`src/core/readout_mode_consts.svh`:
```
/*
  Offsets, field positions, reset values and timing counts of the readout mode register bank.
  Assumes inclusion by bare name from the design module.
*/
`ifndef READOUT_MODE_CONSTS_SVH
`define READOUT_MODE_CONSTS_SVH

// ==========================================================================
// Register offsets (8-bit register addresses)
`define OFS_EXPOSURE_FLASH 8'h1E
`define OFS_READOUT_TWO 8'h20
`define OFS_VSUB 8'h22
`define OFS_HSUB 8'h23
`define OFS_FIRST_GREEN_GAIN 8'h2B
`define OFS_RESTART 8'h0B

// ==========================================================================
// Reset values
`define RST_EXPOSURE_FLASH 16'h4006
`define RST_READOUT_TWO 16'h0040
`define RST_VSUB 16'h0000
`define RST_HSUB 16'h0000
`define RST_FIRST_GREEN_GAIN 16'h0008

// ==========================================================================
// Field positions
`define B_SNAPSHOT 8
`define B_TRIG_EXPOSURE 6
`define B_FLASH_INVERT 5
`define B_FLASH_ENABLE 4
`define B_MIRROR_ROW 15
`define B_MIRROR_COL 14
`define B_DARK_COLS 12
`define B_DARK_ROWS 11
`define B_LINE_BLACK 6
`define B_COL_SUM 5
`define B_MANUAL_OFS 4
`define B_DOUBLER 6
`define B_RESTART 0
`define B_RESTART_PAUSE 1

// ==========================================================================
// Timing
`define ROW_TIME_NS 32'd10000
`define CLK_PERIOD_NS 32'd100
`define ROW_CYCLES (`ROW_TIME_NS / `CLK_PERIOD_NS)
`define RESTART_NS (2 * `ROW_TIME_NS)
`define RESTART_CYCLES (`RESTART_NS / `CLK_PERIOD_NS)

`endif

```
`src/core/readout_mode_pkg.sv`:
```
/*
  Types of the readout mode register bank.
  Assumes nothing of its surroundings.
*/
`default_nettype none
package readout_mode_pkg;

  // ========================================================================
  // Register bus request and answer
  typedef struct packed {
    logic wr;
    logic rd;
    logic [7:0] addr;
    logic [15:0] wdata;
  } reg_req_t;

  typedef struct packed {
    logic ack;
    logic [15:0] rdata;
  } reg_rsp_t;

  // Time points of the flash pulse.
  typedef enum logic [1:0] {
    TP_FIRST_TRIG = 2'h0,
    TP_EXPOSURE = 2'h1,
    TP_SHUTTER = 2'h2,
    TP_SECOND_TRIG = 2'h3
  } time_point_t;

  typedef enum logic [2:0] {
    FL_IDLE = 3'h1,
    FL_ON = 3'h2,
    FL_ROW = 3'h4
  } flash_state_t;

  // Applied readout settings.
  typedef struct packed {
    logic trig_exposure;
    logic snapshot;
    time_point_t flash_start;
    time_point_t flash_end;
    logic mirror_row;
    logic mirror_col;
    logic dark_cols;
    logic dark_rows;
    logic per_line_black_comp;
    logic col_sum;
    logic [1:0] row_bin;
    logic [2:0] row_skip;
    logic [1:0] col_bin;
    logic [2:0] col_skip;
    logic [6:0] first_green_dgain;
    logic first_green_doubler;
  } readout_cfg_t;

endpackage

`default_nettype wire

```
`src/core/readout_mode_ctrl.sv`:
```
/*
  Readout mode register bank of the image sensor: exposure, flash pulse, mirroring,
  dark output, black compensation, binning, skipping and first green gain.
  Assumes a two-wire serial slave decodes host transfers into one-cycle register
  strobes, and that the frame timing core supplies frame, row and time point pulses.
*/
`timescale 1ns/1ns
`default_nettype none
`include "readout_mode_consts.svh"

// Function
// RULE1: Trigger-timed exposure ends by trigger; otherwise shutter width sets exposure.
// RULE2: Flash polarity bit set idles flash high, low during exposure; clear opposite.
// RULE3: Flash enabled generates pulse in integration; disabled holds polarity level.
// RULE4: Flash start code picks assert point: trigger, exposure, shutter, trigger two; reset 1.
// RULE5: Flash end code, reset 2, picks negate point; end not after start gives one row.
// RULE6: Frame-synchronized fields apply only at frame boundary, gated by change sync.
// RULE7: Vertical mirror reads active rows descending; dark rows unchanged; write makes bad frame; code marks only writes that change the bit.
// RULE8: Horizontal mirror reads active columns descending; dark column order unchanged.
// RULE9: Dark column display outputs dark columns left of image, timing unchanged.
// RULE10: Dark row display outputs dark rows first; host then issues a frame restart.
// RULE11: Per-line black compensation, reset on, uses dark average; else fixed offset.
// RULE12: Column summing gives gain of bin factor; clear averages with no gain.
// RULE13: Manual channel offset applies written offsets; clear computes them automatically.
// RULE14: Row bin field gives rows averaged minus one; write causes bad frame.
// RULE15: Row skip gives row pairs skipped; host keeps it at least row bin.
// RULE16: Column bin legal 0, 1, 3; write causes bad frame.
// RULE17: Column skip legal 0 to 6, not below column bin; write causes bad frame.
// RULE18: First green digital gain is one plus value over eight, values 0 to 120.
// RULE19: First green doubler bit adds analog gain of two when set.
// RULE20: Restart abandons frame, resumes first row within two rows; self-clears unless paused.
// RULE21: Single-capture mode waits for trigger between frames; clear runs continuously.

module readout_mode_ctrl (
  // Clock and reset
  input wire logic clk_sys_i,
  input wire logic reset_n_i,
  // Register access from the serial slave
  input wire readout_mode_pkg::reg_req_t req_i,
  output readout_mode_pkg::reg_rsp_t rsp_o,
  // Frame timing events
  input wire logic frame_start_i,
  input wire logic row_tick_i,
  input wire logic sync_changes_i,
  input wire logic trigger_first_i,
  input wire logic trigger_second_i,
  input wire logic exposure_start_i,
  input wire logic shutter_done_i,
  // Settings to the readout core
  output readout_mode_pkg::readout_cfg_t cfg_o,
  output logic manual_offset_o,
  output logic exposure_by_trigger_o,
  output logic exposure_end_o,
  output logic wait_trigger_o,
  output logic bad_frame_o,
  output logic restart_o,
  output logic [11:0] first_green_gain_x64_o,
  // Flash pin
  output logic flash_o
);

  // ========================================================================
  // Reset release
  // Reset falls at once but rises only through two flops, so no register of the bank
  // leaves reset on a different edge from its neighbours.
  logic rst_meta_q;
  logic rst_n_q;

  always_ff @(posedge clk_sys_i or negedge reset_n_i) begin
    if (!reset_n_i) begin
      rst_meta_q <= 1'b0;
      rst_n_q <= 1'b0;
    end else begin
      rst_meta_q <= 1'b1;
      rst_n_q <= rst_meta_q;
    end
  end

  // ========================================================================
  // Host-written shadow registers
  // Host writes land here at once and read back at once; the core sees them via cfg_q, except manual offset and the flash enable and polarity bits, which act live.
  logic [15:0] exp_q;
  logic [15:0] ro2_q;
  logic [15:0] vsub_q;
  logic [15:0] hsub_q;
  logic [15:0] gain_q;
  logic pause_q;
  logic restart_q;
  logic [15:0] restart_cnt_q;
  logic bad_pend_q;

  function automatic logic wr_hit(input readout_mode_pkg::reg_req_t r, input logic [7:0] a);
    wr_hit = r.wr && (r.addr == a);
  endfunction

  always_ff @(posedge clk_sys_i or negedge rst_n_q) begin
    if (!rst_n_q) begin
      exp_q <= `RST_EXPOSURE_FLASH;
      ro2_q <= `RST_READOUT_TWO;
      vsub_q <= `RST_VSUB;
      hsub_q <= `RST_HSUB;
      gain_q <= `RST_FIRST_GREEN_GAIN;
    end else begin
      if (wr_hit(req_i, `OFS_EXPOSURE_FLASH)) begin
        exp_q <= req_i.wdata;
      end
      if (wr_hit(req_i, `OFS_READOUT_TWO)) begin
        ro2_q <= req_i.wdata;
      end
      if (wr_hit(req_i, `OFS_VSUB)) begin
        vsub_q <= req_i.wdata;
      end
      if (wr_hit(req_i, `OFS_HSUB)) begin
        hsub_q <= req_i.wdata;
      end
      if (wr_hit(req_i, `OFS_FIRST_GREEN_GAIN)) begin
        gain_q <= req_i.wdata;
      end
    end
  end

  // Writes that change mirror-row, and any write to binning or skipping fields, spoil the next applied frame.
  logic bad_write;
  always_comb begin
    bad_write = 1'b0;
    if (wr_hit(req_i, `OFS_READOUT_TWO) &&
        (req_i.wdata[`B_MIRROR_ROW] != ro2_q[`B_MIRROR_ROW])) begin
      bad_write = 1'b1; // RULE7
    end
    if (wr_hit(req_i, `OFS_VSUB)) begin
      bad_write = 1'b1; // RULE14
    end
    if (wr_hit(req_i, `OFS_HSUB)) begin
      bad_write = 1'b1; // RULE16 RULE17
    end
  end

  // ========================================================================
  // Frame-boundary application
  readout_mode_pkg::readout_cfg_t shadow;
  readout_mode_pkg::readout_cfg_t cfg_q;
  logic apply;

  // One decoder serves the live shadow and the reset value, so the two cannot drift apart.
  function automatic readout_mode_pkg::readout_cfg_t decode_cfg(input logic [15:0] ef,
      input logic [15:0] r2,
      input logic [15:0] vs,
      input logic [15:0] hs,
      input logic [15:0] gn);
    readout_mode_pkg::readout_cfg_t c;
    c.trig_exposure = ef[`B_TRIG_EXPOSURE];
    c.snapshot = ef[`B_SNAPSHOT];
    c.flash_start = readout_mode_pkg::time_point_t'(ef[3:2]);
    c.flash_end = readout_mode_pkg::time_point_t'(ef[1:0]);
    c.mirror_row = r2[`B_MIRROR_ROW];
    c.mirror_col = r2[`B_MIRROR_COL];
    c.dark_cols = r2[`B_DARK_COLS];
    c.dark_rows = r2[`B_DARK_ROWS];
    c.per_line_black_comp = r2[`B_LINE_BLACK];
    c.col_sum = r2[`B_COL_SUM];
    c.row_bin = vs[5:4];
    c.row_skip = vs[2:0];
    c.col_bin = hs[5:4];
    c.col_skip = hs[2:0];
    c.first_green_dgain = gn[14:8];
    c.first_green_doubler = gn[`B_DOUBLER];
    return c;
  endfunction

  assign shadow = decode_cfg(exp_q, ro2_q, vsub_q, hsub_q, gain_q);

  // While change sync is held, new values wait so that a group lands together.
  assign apply = frame_start_i && !sync_changes_i; // RULE6

  always_ff @(posedge clk_sys_i or negedge rst_n_q) begin
    if (!rst_n_q) begin
      cfg_q <= decode_cfg(`RST_EXPOSURE_FLASH, `RST_READOUT_TWO, `RST_VSUB, `RST_HSUB,
                          `RST_FIRST_GREEN_GAIN);
    end else if (apply) begin
      cfg_q <= shadow; // RULE6
    end
  end

  // A spoiling write in the cycle of an apply keeps the flag pending, so that frame's
  // successor is still marked bad instead of the write being lost.
  always_ff @(posedge clk_sys_i or negedge rst_n_q) begin
    if (!rst_n_q) begin
      bad_pend_q <= 1'b0;
      bad_frame_o <= 1'b0;
    end else begin
      if (apply) begin
        bad_frame_o <= bad_pend_q; // RULE14
      end
      if (bad_write) begin
        bad_pend_q <= 1'b1;
      end else if (apply) begin
        bad_pend_q <= 1'b0;
      end
    end
  end

  // ========================================================================
  // Frame restart
  // The counter stands in for two row periods at the fixed row time. With pause set the
  // request stays parked after the count until the host writes the register again.
  always_ff @(posedge clk_sys_i or negedge rst_n_q) begin
    if (!rst_n_q) begin
      restart_q <= 1'b0;
      pause_q <= 1'b0;
      restart_cnt_q <= 16'h0000;
    end else begin
      if (wr_hit(req_i, `OFS_RESTART)) begin
        pause_q <= req_i.wdata[`B_RESTART_PAUSE];
      end
      if (wr_hit(req_i, `OFS_RESTART) && req_i.wdata[`B_RESTART]) begin
        restart_q <= 1'b1; // RULE20
        restart_cnt_q <= 16'(`RESTART_CYCLES - 1);
      end else if (wr_hit(req_i, `OFS_RESTART)) begin
        restart_q <= 1'b0;
      end else if (restart_q && restart_cnt_q != 16'h0000) begin
        restart_cnt_q <= restart_cnt_q - 16'h0001;
      end else if (restart_q && !pause_q) begin
        restart_q <= 1'b0; // RULE20
      end
    end
  end

  // The pulse marks only the first cycle of a request, so a parked request does not repeat it.
  assign restart_o = restart_q && (restart_cnt_q == 16'(`RESTART_CYCLES - 1)); // RULE20

  // ========================================================================
  // Exposure and capture mode
  assign exposure_by_trigger_o = cfg_q.trig_exposure; // RULE1
  assign exposure_end_o = cfg_q.trig_exposure ? trigger_second_i : shutter_done_i; // RULE1
  assign wait_trigger_o = cfg_q.snapshot; // RULE21
  // Manual offset is a live bit; every other mode output follows the applied settings.
  assign manual_offset_o = ro2_q[`B_MANUAL_OFS]; // RULE13
  assign cfg_o = cfg_q; // RULE8 RULE9 RULE10 RULE11 RULE12 RULE15 RULE17

  // Gain times 64 is (8 + dgain) * 8, doubled by the multiplier. At 16x times 2x this
  // reaches 2048, so the output is twelve bits wide.
  logic [11:0] gain_d;
  always_comb begin
    gain_d = ({5'h00, cfg_q.first_green_dgain} + 12'h008) << 3; // RULE18
    if (cfg_q.first_green_doubler) begin
      gain_d = gain_d << 1; // RULE19
    end
  end

  always_ff @(posedge clk_sys_i or negedge rst_n_q) begin
    if (!rst_n_q) begin
      first_green_gain_x64_o <= 12'h040;
    end else begin
      first_green_gain_x64_o <= gain_d; // RULE18 RULE19
    end
  end

  // ========================================================================
  // Flash pulse
  function automatic logic at_point(input readout_mode_pkg::time_point_t p,
                                    input logic t1, input logic ex,
                                    input logic sh, input logic t2);
    unique case (p)
      readout_mode_pkg::TP_FIRST_TRIG: at_point = t1;
      readout_mode_pkg::TP_EXPOSURE: at_point = ex;
      readout_mode_pkg::TP_SHUTTER: at_point = sh;
      readout_mode_pkg::TP_SECOND_TRIG: at_point = t2;
    endcase
  endfunction

  readout_mode_pkg::flash_state_t fl_q;
  logic [15:0] row_cnt_q;
  logic hit_start;
  logic hit_end;

  assign hit_start = at_point(cfg_q.flash_start, trigger_first_i, exposure_start_i,
                              shutter_done_i, trigger_second_i); // RULE4
  assign hit_end = at_point(cfg_q.flash_end, trigger_first_i, exposure_start_i,
                            shutter_done_i, trigger_second_i); // RULE5

  always_ff @(posedge clk_sys_i or negedge rst_n_q) begin
    if (!rst_n_q) begin
      fl_q <= readout_mode_pkg::FL_IDLE;
      row_cnt_q <= 16'h0000;
    end else begin
      unique case (fl_q)
        readout_mode_pkg::FL_IDLE: begin
          if (exp_q[`B_FLASH_ENABLE] && hit_start) begin
            // An end point at or before the start cannot follow it, so one row is timed.
            if (cfg_q.flash_end <= cfg_q.flash_start) begin
              fl_q <= readout_mode_pkg::FL_ROW; // RULE5
              row_cnt_q <= 16'(`ROW_CYCLES - 1);
            end else begin
              fl_q <= readout_mode_pkg::FL_ON;
            end
          end
        end
        // Clearing enable drops a running pulse at once in either active state.
        readout_mode_pkg::FL_ON: begin
          if (hit_end || !exp_q[`B_FLASH_ENABLE]) begin
            fl_q <= readout_mode_pkg::FL_IDLE; // RULE5
          end
        end
        readout_mode_pkg::FL_ROW: begin
          if (row_cnt_q == 16'h0000 || !exp_q[`B_FLASH_ENABLE]) begin
            fl_q <= readout_mode_pkg::FL_IDLE;
          end else begin
            row_cnt_q <= row_cnt_q - 16'h0001;
          end
        end
        default: fl_q <= readout_mode_pkg::FL_IDLE;
      endcase
    end
  end

  // The polarity bit acts at once: it is a pin level, not a frame setting.
  always_ff @(posedge clk_sys_i or negedge rst_n_q) begin
    if (!rst_n_q) begin
      flash_o <= 1'b0;
    end else begin
      flash_o <= exp_q[`B_FLASH_INVERT] ^
                 (exp_q[`B_FLASH_ENABLE] && (fl_q != readout_mode_pkg::FL_IDLE)); // RULE2 RULE3
    end
  end

  // ========================================================================
  // Register read-back, answered in the cycle of the strobe
  // Reads have no side effect, so the answer can be a plain mux on the strobe's address.
  always_comb begin
    rsp_o.ack = req_i.rd || req_i.wr;
    unique case (req_i.addr)
      `OFS_EXPOSURE_FLASH: rsp_o.rdata = exp_q;
      `OFS_READOUT_TWO: rsp_o.rdata = ro2_q;
      `OFS_VSUB: rsp_o.rdata = vsub_q;
      `OFS_HSUB: rsp_o.rdata = hsub_q;
      `OFS_FIRST_GREEN_GAIN: rsp_o.rdata = gain_q;
      `OFS_RESTART: rsp_o.rdata = {14'h0000, pause_q, restart_q};
      default: rsp_o.rdata = 16'h0000;
    endcase
  end

endmodule

`default_nettype wire

```
`config.mk`:
```
export PLATFORM = sky130hd
export DESIGN_NAME = readout_mode_ctrl
export DESIGN_NICKNAME = d
export VERILOG_FILES = /design/src/core/readout_mode_pkg.sv /design/src/core/readout_mode_ctrl.sv
export VERILOG_INCLUDE_DIRS = /design/src /design/src/core
export SDC_FILE = /design/constraint.sdc
export NUM_CORES = 1
export LEC_CHECK = 0
export ABC_AREA = 1
export BUFFER_PORTS_ARGS = -buffer_cell sky130_fd_sc_hd__buf_2
export CORE_MARGIN = 8
export CORE_UTILIZATION = 53
export DETAILED_ROUTE_END_ITERATION = 8
export PLACE_DENSITY = 0.78
export SYNTH_ARGS = -nofsm -noshare
export SYNTH_HDL_FRONTEND = slang
export SYNTH_SLANG_ARGS = --single-unit
```
`constraint.sdc`:
```
create_clock -name clk_sys_i -period 4.5 [get_ports clk_sys_i]
set_clock_uncertainty 0.1 [all_clocks]
set_input_delay 0.225 -clock clk_sys_i [delete_from_list [all_inputs] [get_ports clk_sys_i]]
set_output_delay 0.225 -clock clk_sys_i [all_outputs]
set_load 0.005 [all_outputs]
```
; ---- After elaboration in Yosys (flattened, before gate mapping)
; Index checks and enable logic that the tools add are counted.
[op_classes]
addsub = 3
n_lt_le_gt_ge = 1
n_eq_ne = 25
n_mux = 26
bitwise_logic = 1
n_reduce_logical = 32
[ops]
columns = cell, count
row1 = 16-bit two-way mux, 6
row2 = 16-bit one-hot mux with 6 select lines, 1
row3 = "8-bit by 6-bit == test with 1-bit output, second input constant", 4
row4 = 16-bit one-hot mux with 2 select lines, 1
row5 = "16-bit by 1-bit subtractor with 16-bit output, second input constant", 2
row6 = "16-bit by 8-bit == test with 1-bit output, second input constant", 1
row7 = 16-bit zero test, 1
row8 = 16-bit nonzero test, 1
row9 = 1-bit logical AND, 14
row10 = 12-bit two-way mux, 1
row11 = 3-bit two-way mux, 4
row12 = 1-bit two-way mux, 10
row13 = "2-bit inequality test, second input constant", 5
row14 = 3-bit one-hot mux with 3 select lines, 1
row15 = "7-bit by 4-bit adder with 8-bit output, second input constant", 1
row16 = "2-bit == test, second input constant", 4
row17 = "8-bit by 4-bit == test with 1-bit output, second input constant", 1
row18 = "8-bit by 5-bit == test with 1-bit output, second input constant", 1
row19 = 1-bit one-hot mux with 4 select lines, 2
row20 = 2-bit nonzero test, 3
row21 = "2-bit by 1-bit == test with 1-bit output, second input constant", 2
row22 = 2-bit zero test, 2
row23 = 2-bit AND reduction, 2
row24 = 4-bit AND reduction, 1
row25 = 13 further kinds, 17
[totals]
ff_bits = 164
inputBits = 35
output_inout_bits = 66

; ---- Logic depth before layout (Yosys ltp)
; Gate-level depths: netlist of the first run.
[logic_depth]
ltp_word = 7
depth_mapped = 10

; ---- Worst setup path after synthesis of the first run
; Ideal clock, no wire load.
[synth_timing]
path_kind = register -> register
start = reg cfg_q, in the netlist cfg_o[25]
end = reg row_cnt_q[13]
arrival_ns = 1.511
path_slack_ns = 2.771
stages_incl_launch_ff = 9
path_buffers = 1
synth_period_minus_slack_ns = 1.729
path_cell_list = dfstp_2 ha_1 inv_1 o21bai_1 nand2_1 nand4_1 buf_2 nand3_1 nand2_1
[synth_between]
elab_chain_cells = 3
[synth_rtl]
columns = element, line_no
row1 = "start, declared", readout_mode_ctrl.sv:141  ; readout_mode_pkg::readout_cfg_t cfg_q;
row2 = "start signal, assigned", readout_mode_ctrl.sv:177  ; cfg_q <= decode_cfg(`RST_EXPOSURE_FLASH, `RST_READOUT_TWO, `RST_VSUB, `RST_HSUB,
row3 = "start signal, assigned", readout_mode_ctrl.sv:180  ; cfg_q <= shadow;
row4 = 2-bit less-or-equal comparator, readout_mode_ctrl.sv:290  ; if (cfg_q.flash_end <= cfg_q.flash_start) begin
row5 = 2-bit inequality test (no line), n/a
row6 = 4-bit AND reduction (no line), n/a
row7 = "end signal, assigned", readout_mode_ctrl.sv:292  ; row_cnt_q <= 16'(`ROW_CYCLES - 1);
row8 = "end signal, assigned", readout_mode_ctrl.sv:308  ; row_cnt_q <= row_cnt_q - 16'h0001;
row9 = "end, declared", readout_mode_ctrl.sv:272  ; logic [15:0] row_cnt_q;
; No other way between the ends.
; A chain may end at the register's enable or synchronous reset.

; ---- Final worst setup path of the first run
[layout_timing]
start = reg row_cnt_q[0]
end = reg row_cnt_q[4]
[layout_between]
elab_chain_cells = 4
word_cells_on_any_way = 7
classes_between = add/sub (1) / eq/ne (1) / mux (2) / reduce/logical (3)
[layout_rtl]
columns = element
row1 = "parallel branches: the longest is 4 deep, another holds 16-bit by 1-bit subtractor with 16-bit output"
; Parallel ways; which one is timed is not known. The select of a mux whose other input is x is not followed.

==> results of run 1 <==
-- power breakdown --
group | internal (mW) | switching, mW | total (mW) | leakage (nW)
clock network | 0.796 | 0.584 | 1.38 | 0.283
registers | 1.60 | 0.147 | 1.75 | 2.06
logic | 0.274 | 0.399 | 0.673 | 2.51
-- Yosys cell counts (7+ instances only) --
| cell type | number |
|---|---|
| buf_2 | 15 |
| o21ai_1 | 18 |
| xnor2_1 | 8 |
| o21ai_0 | 84 |
| a21oi_1 | 7 |
| o21ai_2 | 16 |
| mux2_2 | 12 |
| buf_6 | 8 |
| nand2_2 | 7 |
| nand3_1 | 76 |
| nand2_1 | 311 |
| buf_4 | 8 |
| dfstp_2 | 10 |
| clkbuf_1 | 8 |
| dfrtp_1 | 151 |
| nand4_1 | 8 |
| inv_1 | 90 |
| xor2_1 | 9 |
| nor2_1 | 94 |
-- layer usage --
layer  wire (microns)  share of wire, %
met3             1080               5.9
met1             8360                46
met5                0                 0
met4              300               1.7
met2             8420                46
-- metrics by stage --
| stage | hold slack [ns] | std cells | cell area [sq um] |
|---|---|---|---|
| 3_5_place_dp | -0.0866 | 1232 | 8490 |
| 6_report | 0.0612 | 1280 | 9220 |
| 5_1_grt | 0.0835 | 1280 | 9220 |
| 2_1_floorplan | -0.171 | 986 | 8010 |
| 4_1_cts | 0.0527 | 1280 | 9220 |
| 3_3_place_gp | -0.0898 | 1232 | 8490 |
-- placed cells by master (no fill, tap or decap), drive strengths merged, types with 4 or more instances in the layout --
master,instances
nand2,322
dfrtp,151
o21ai,118
nor2,105
inv,99
buf,97
nand3,78
clkbuf,21
dlygate4sd3,16
mux2,12
dfstp,10
xor2,9
nand4,9
xnor2,8
a21oi,7
ha,6
clkinv,6
conb,4
-- worst register-to-register path, delay by kind of cell (launching register included) --
kind | cells | cell delay, ns
and+or+nand+nor | 5 | 0.89
buffers and inverters | 2 | 0.48
DFF | 1 | 0.38
adders and majority gates | 1 | 0.22
AOI/OAI and AO/OA | 1 | 0.17
-- logic make-up after synthesis --
| kind of cell | after synthesis | share of synthesized area (%) |
|---|---|---|
| other | 2 | 0.0939 |
| AO/OA/AOI/OAI | 131 | 9.15 |
| XOR/XNOR | 17 | 1.86 |
| flip-flops | 161 | 50.5 |
| multiplexers | 12 | 1.69 |
| buffers and inverters | 134 | 7.68 |
| adder cells (fa/ha/maj) | 6 | 0.939 |
| AND/OR/NAND/NOR | 521 | 28.1 |
-- flip-flops by register name, indices dropped and copies added (netlist names), 3 cells and up --
name	count
vsub_q	16
row_cnt_q	16
hsub_q	16
ro2_q	16
restart_cnt_q	16
exp_q	16
gain_q	16
first_green_gain_x64_o	9
fl_q	3
cfg_o	28
-- how the worst max path moves through the flow --
| stage | start | to | slack [ns] | depth (start not counted) |
|---|---|---|---|---|
| floorplan | rst_n_q$_DFF_PN0_ | bad_frame_o$_DFFE_PN0P_ | 1.74 | 0 |
| global placement | req_i[23] | exp_q[14]$_DFFE_PN1P_ | 1.99 | 6 |
| detailed placement | req_i[23] | exp_q[14]$_DFFE_PN1P_ | 1.98 | 6 |
| CTS | row_cnt_q[0]$_DFFE_PN0P_ | row_cnt_q[8]$_DFFE_PN0P_ | 2.14 | 9 |
| global route | row_cnt_q[0]$_DFFE_PN0P_ | row_cnt_q[8]$_DFFE_PN0P_ | 1.91 | 9 |
| finish | row_cnt_q[0]$_DFFE_PN0P_ | row_cnt_q[4]$_DFFE_PN0P_ | 2.15 | 9 |
-- cell type report --
class                   instances  area (sq um)
clock buffers                  21           460
clock inverters                11           103
fillers                      1294          5760
inverters                      95           359
multi-input cells             691          3350
flip-flops and latches        161          4050
well taps                     188           235
repair buffers                113           661
==> impl_results.md, run 1 <==
- Die ar.: 19300 sq um
- Period Utilization, post-route: 52.1%
- Die Ht: 139 microns
- Ys Warns: 0
- Mapped Area: 8000 sq um
- Area delta synth->final: 15.2%
- Pwr dens: 412 nW/um^2
- CTS hold repair buffers: 16
- # nets final: 1120
- Pin count of the biggest net entering global routing: 93
- Yosys top cell area share: 47.2%
- Critical path class: flip-flop to flip-flop
- Clock Tree Root: clkbuf_16
- Main flop type after synthesis: dfrtp_1
- Reg-to-reg startpoint: row_cnt_q[0]$_DFFE_PN0P_
- Avg WL per Cell: 14.2 microns
- P_leak: 4.86 nW
- Main area contributors after synthesis: dfrtp_1, nand2_1, o21ai_0
- Met1 Usage GRT: 25.6%
- Total track usage: 19.6%
- CTS buffer count: 17
- Final worst slack: 2.15 ns
- Vias: 6544
- Core area: 15000 sq um
- Cell count of the worst hold path: 3
- Antenna violations before repair: 0
- Antenna fix cells: 0
- Chip width: 139 microns
- I/O pins: 101
- Worst Path Buf+Inv: 2
- GR Layer Usage met3: 5.71%
- Synth unique cells: 38
- M2 GR Usage: 30.6%
- DR iter-0 viols: 417
- Total Power: 3.80 mW
- Post-DP HPWL: 12200 microns
- Rows: 45
- CP peak stage delay: 0.50 ns
- CTS sink cnt: 161
- Cell count after synthesis: 984
- Type of origin of the critical path: flip-flop
- First-pass GRT wire length: 31000 microns
- Starting density of the core: 53.4%
- Post-Route WL: 18200 microns
- Fin. Hold Viols: 0
- Port bufs: 96
- Outcome: finished, final reports clean
- Post-synth EDFFs: 0
- Worst Hold End: hsub_q[1]$_DFFE_PN0P_
- Vias per std cell: 5.11
- Fraction of layout cells with a size suffix above 1: 18.3%
- Path depth of the worst reg2reg path: 9
- Total global routing overflow: 0
- Slew HR: 28.1%
- Worst vdd ir: 310 uV
- Synth Register Bits: 161
- Min-delay src: req_i[1]
- Maximum clock frequency: 426 MHz
- Ys async rst share: 100%
- GP Congestion: 0.855
- RR Endpoint: row_cnt_q[4]$_DFFE_PN0P_
- Req. time, crit path: 4.71 ns
- Post-Route Utilization: 61.5%
- Min-Delay Path Class: input pin to flip-flop
- Post-DRT Antenna Nets: 0
- Mean area per synthesized cell: 8.13 sq um
- Most frequent CP cell: nand2_1
- Post-cts repair resize count: 0
- Clk buf depth: 2
- Slew Limit Fails: 0
- Internal reg-to-reg setup slack: 2.15 ns
- CP Capture Type: flip-flop
- Yosys top cell by area: dfrtp_1
- CTS tree: built
- Vias in the first global route: 6231
- Setup Viol. Count Final: 0
- Skew-Pair Late Insertion Delay: 0.43 ns
- Setup slack at placement: 1.98 ns
- DRC Markers: 0
- CP arrival: 2.55 ns
- CP Cell Sequence: inv_1 -> ha_1 -> nand2_1 -> nor2_2 -> nand3_1 -> nand2_1 -> inv_1 -> o21ai_0 -> nand2_1
- Clk pin slew, worst setup/hold paths: 0.06 ns
- Register area share after synthesis: 50.5%
- Critical Path Slowest Stage Cell: nand2_1
- RSZ-0062 raised after global routing: no
- Layer carrying the most global-route usage: met2
- Crit path max-delay family: simple AND/OR/NAND/NOR gates
- H-tree levels: 4
- Setup TNS: 0 ns
- Max Cap Viol: 0
- Post-CTS Setup Inserts: 0
- Max FO, Critical Path: 20
- Worst Tran Pin Value: 1.08 ns
- Final period demand of the worst path: 2.35 ns
- DR pass1 iterations: 5
No activity file was read; power rests on OpenSTA's default activity.
==> run 2, diff against run 1 <==
Settings changed: ABC_AREA 1 to 0, CORE_UTILIZATION 53 to 57, PLACE_DENSITY 0.78 to 0.8.
Clock period 4.5 ns to 2.2 ns, I/O delays scaled along.
==> run 2 against run 1 <==
Non-clock buffer count is 63 higher. Global-route usage grew 2.4 points. The run now ends with setup timing left. Sequential power increased by 93%. Area after synthesis shrank 8.9%. Critical endpoint is now restart_cnt_q[15]$_DFFE_PN0P_. First-iteration DRC count grew 11%.
==> impl_results.md, run 2 <==
- Worst vdd ir: 522 uV
- Ys Warns: 0
- Slew Limit Fails: 0
- RR Endpoint: restart_cnt_q[15]$_DFFE_PN0P_
- Mapped Area: 7290 sq um
- GP Congestion: 0.860
- Chip width: 129 microns
- Most frequent CP cell: or3_4
- Number of flip-flops in the largest register: 28
- Maximum clock frequency: 412 MHz
- Post-synth top cells: dfrtp_1, mux2_2, nand2_1, a21oi_1, nor2_1
- DRC Markers: 0
- Reg-to-reg startpoint: restart_cnt_q[4]$_DFFE_PN0P_
- Mean area per synthesized cell: 12.8 sq um
- First-pass GRT wire length: 28700 microns
- Layout fillers: 778
- Pwr dens: 753 nW/um^2
- Sequential power share: 47.8%
- CP arrival: 2.68 ns
- Met1 Usage GRT: 27.8%
- Total track usage: 22.0%
- Multi-input gate area in the final layout: 3240 sq um
- Worst Hold End: pause_q$_DFFE_PN0P_
- CP peak stage delay: 0.44 ns
- Fraction of layout cells with a size suffix above 1: 48.5%
- Yosys top cell area share: 51.9%
- Vias per std cell: 5.89
- Register Area: 4050 sq um
- Main flop type after synthesis: dfrtp_1
- Post-DP HPWL: 12000 microns
- Worst Tran Pin Value: 0.491 ns
- Failing checks: setup timing
- Clock Tree Root: clkbuf_16
- Total global routing overflow: 0
- Placed Instance Area: 8310 sq um
- Antenna fix cells: 0
- Final period demand of the worst path: 2.43 ns
- P_int: 5.26 mW
- Ys async rst share: 100%
- Yosys top cell by area: dfrtp_1
- Avg WL per Cell: 19.5 microns
- Clk buf depth: 2
- CTS tree: built
- CTS buffer count: 17
- Antenna violations before repair: 0
- Core area: 12600 sq um
- Post-synth EDFFs: 0
- Top-count cell post-synth: dfrtp_1
- Period Utilization, post-route: 110%
- Min-Delay Path Class: input pin to flip-flop
- Critical Path Slowest Stage Cell: a2111o_1
- Power share of the clock group: 41.9%
- GR Layer Usage met3: 5.59%
- Comb pwr share: 10.4%
- Outcome: finished, violations left
- Commonest non-fill, non-tap cell in the layout: dfrtp_1
- Cell count of the worst hold path: 3
- Req. time, crit path: 2.45 ns
- P_leak: 4.70 nW
- M2 GR Usage: 36.7%
- Fin. Hold Viols: 0
- Final Cell Area: 9360 sq um
- Main area contributors after synthesis: dfrtp_1, mux2_2, dfstp_2
- Critical path class: flip-flop to flip-flop
- Min-delay src: req_i[25]
- DR iter-0 viols: 462
- Port bufs: 96
- DR pass1 iterations: 5
- # nets final: 783
- Vias: 5457
- Setup Viol. Count Final: 9
- Die Ht: 129 microns
- Layer carrying the most global-route usage: met2
- Post-Route WL: 18100 microns
- Final worst slack: -0.226 ns
- Die ar.: 16700 sq um
- Skew-Pair Late Insertion Delay: 0.43 ns
- CP Cell Sequence: or3_4 -> buf_4 -> or3_4 -> a2111o_1 -> or4_1 -> a21oi_1
- Pin count of the biggest net entering global routing: 95
- Setup slack at placement: -0.203 ns
- Most frequent cells in the layout: dfrtp_1, mux2_2, buf_2
- Synth unique cells: 70
- Synth Register Bits: 161
- Register area share after synthesis: 55.5%
- I/O pins: 101
- Internal reg-to-reg setup slack: -0.23 ns
- Post-DRT Antenna Nets: 0
- Cell count after synthesis: 571
- Rows: 41
- Area delta synth->final: 28.4%
- Post-Route Utilization: 74.4%
- Sw Ratio: 25.4%
- Max Cap Viol: 0
- Psw: 1.79 mW
- Max FO, Critical Path: 5
- Path depth of the worst reg2reg path: 6
- CTS sink cnt: 161
- Slew HR: 66.4%
- Clk pin slew, worst setup/hold paths: 0.06 ns
- H-tree levels: 4
- RSZ-0062 raised after global routing: yes
- Type of origin of the critical path: flip-flop
- CP Capture Type: flip-flop
- Vias in the first global route: 5636
- Starting density of the core: 58.0%
run 2: power by group through the flow:
| stage | sequential [mW] | combinational [mW] | clock (mW) |
|---|---|---|---|
| 6_report | 3.37 | 0.730 | 2.95 |
| 4_1_cts | 3.35 | 0.700 | 2.98 |
| 3_3_place_gp | 3.38 | 0.622 | 0 |
| 3_5_place_dp | 3.40 | 0.657 | 0 |
| 2_1_floorplan | 3.39 | 0.382 | 0 |
| 5_1_grt | 3.39 | 0.810 | 3.10 |
run 2: metal layers:
| layer | up-vias | part of all wire (%) |
|---|---|---|
| met1 | 2780 | 43 |
| met2 | 174 | 50 |
| met5 | - | 0 |
| li1 | 2485 | - |
| met4 | 0 | 1.2 |
| met3 | 18 | 5.9 |
run 2: final cells by class:
type	instances	area share [%]
timing repair buffer	176	13.1
inverter	11	0.441
multi-input combinational	375	34.6
clock inverter	14	1.63
sequential	161	43.2
tap	172	2.30
clock buffer	18	4.69
run 2: worst max-delay path: cells and delay by family (launching register included):
kind / cells / cell delay [ns]
compound gates: 2 / 0.57
flops: 1 / 0.38
simple gates: 3 / 1.15
buf+inv: 1 / 0.15
run 2: per-stage QoR:
step | setup TNS, ns | total power [mW] | cells | hold slack, ns
global route | -2.08 | 7.30 | 927 | 0.0467
finish | -1.18 | 7.05 | 927 | 0.0421
global placement | -0.591 | 4.00 | 865 | -0.204
CTS | -0.898 | 7.03 | 917 | 0.0263
floorplan | -0.409 | 3.77 | 573 | -0.286
detailed placement | -2.39 | 4.06 | 865 | -0.204
run 2: cells by family (layout without fill, tap and decap cells):
| group | Yosys count | in the layout | share of synthesized area, % |
|---|---|---|---|
| AOI/OAI and AO/OA | 107 | 107 | 10.7 |
| xor gates and xnor gates | 9 | 9 | 1.08 |
| adders and majority gates | 6 | 6 | 1.03 |
| muxes | 121 | 121 | 19.4 |
| DFF | 161 | 161 | 55.5 |
| other | 2 | 4 | 0.103 |
| and+or+nand+nor | 128 | 128 | 9.86 |
| buffers and inverters | 37 | 219 | 2.32 |
run 2: worst max path at each step:
stage | from | end | slack, ns | cells past startpoint
floorplan | restart_cnt_q[4]$_DFFE_PN0P_ | restart_cnt_q[12]$_DFFE_PN0P_ | -0.12 | 5
global placement | restart_cnt_q[4]$_DFFE_PN0P_ | restart_cnt_q[12]$_DFFE_PN0P_ | -0.14 | 5
detailed placement | restart_cnt_q[4]$_DFFE_PN0P_ | restart_cnt_q[14]$_DFFE_PN0P_ | -0.20 | 5
CTS | restart_cnt_q[4]$_DFFE_PN0P_ | restart_cnt_q[10]$_DFFE_PN0P_ | -0.18 | 5
global route | restart_cnt_q[4]$_DFFE_PN0P_ | restart_cnt_q[15]$_DFFE_PN0P_ | -0.27 | 6
finish | restart_cnt_q[4]$_DFFE_PN0P_ | restart_cnt_q[15]$_DFFE_PN0P_ | -0.23 | 6
run 2: repair_timing:
action                     4_1_cts  5_1_grt
cloned                           0        0
buffers inserted                 2       10
hold endpoints to repair        83        0
resized for setup               12       30
hold buffers                    18        0
pin swaps                        1        8
setup endpoints to repair       27       42
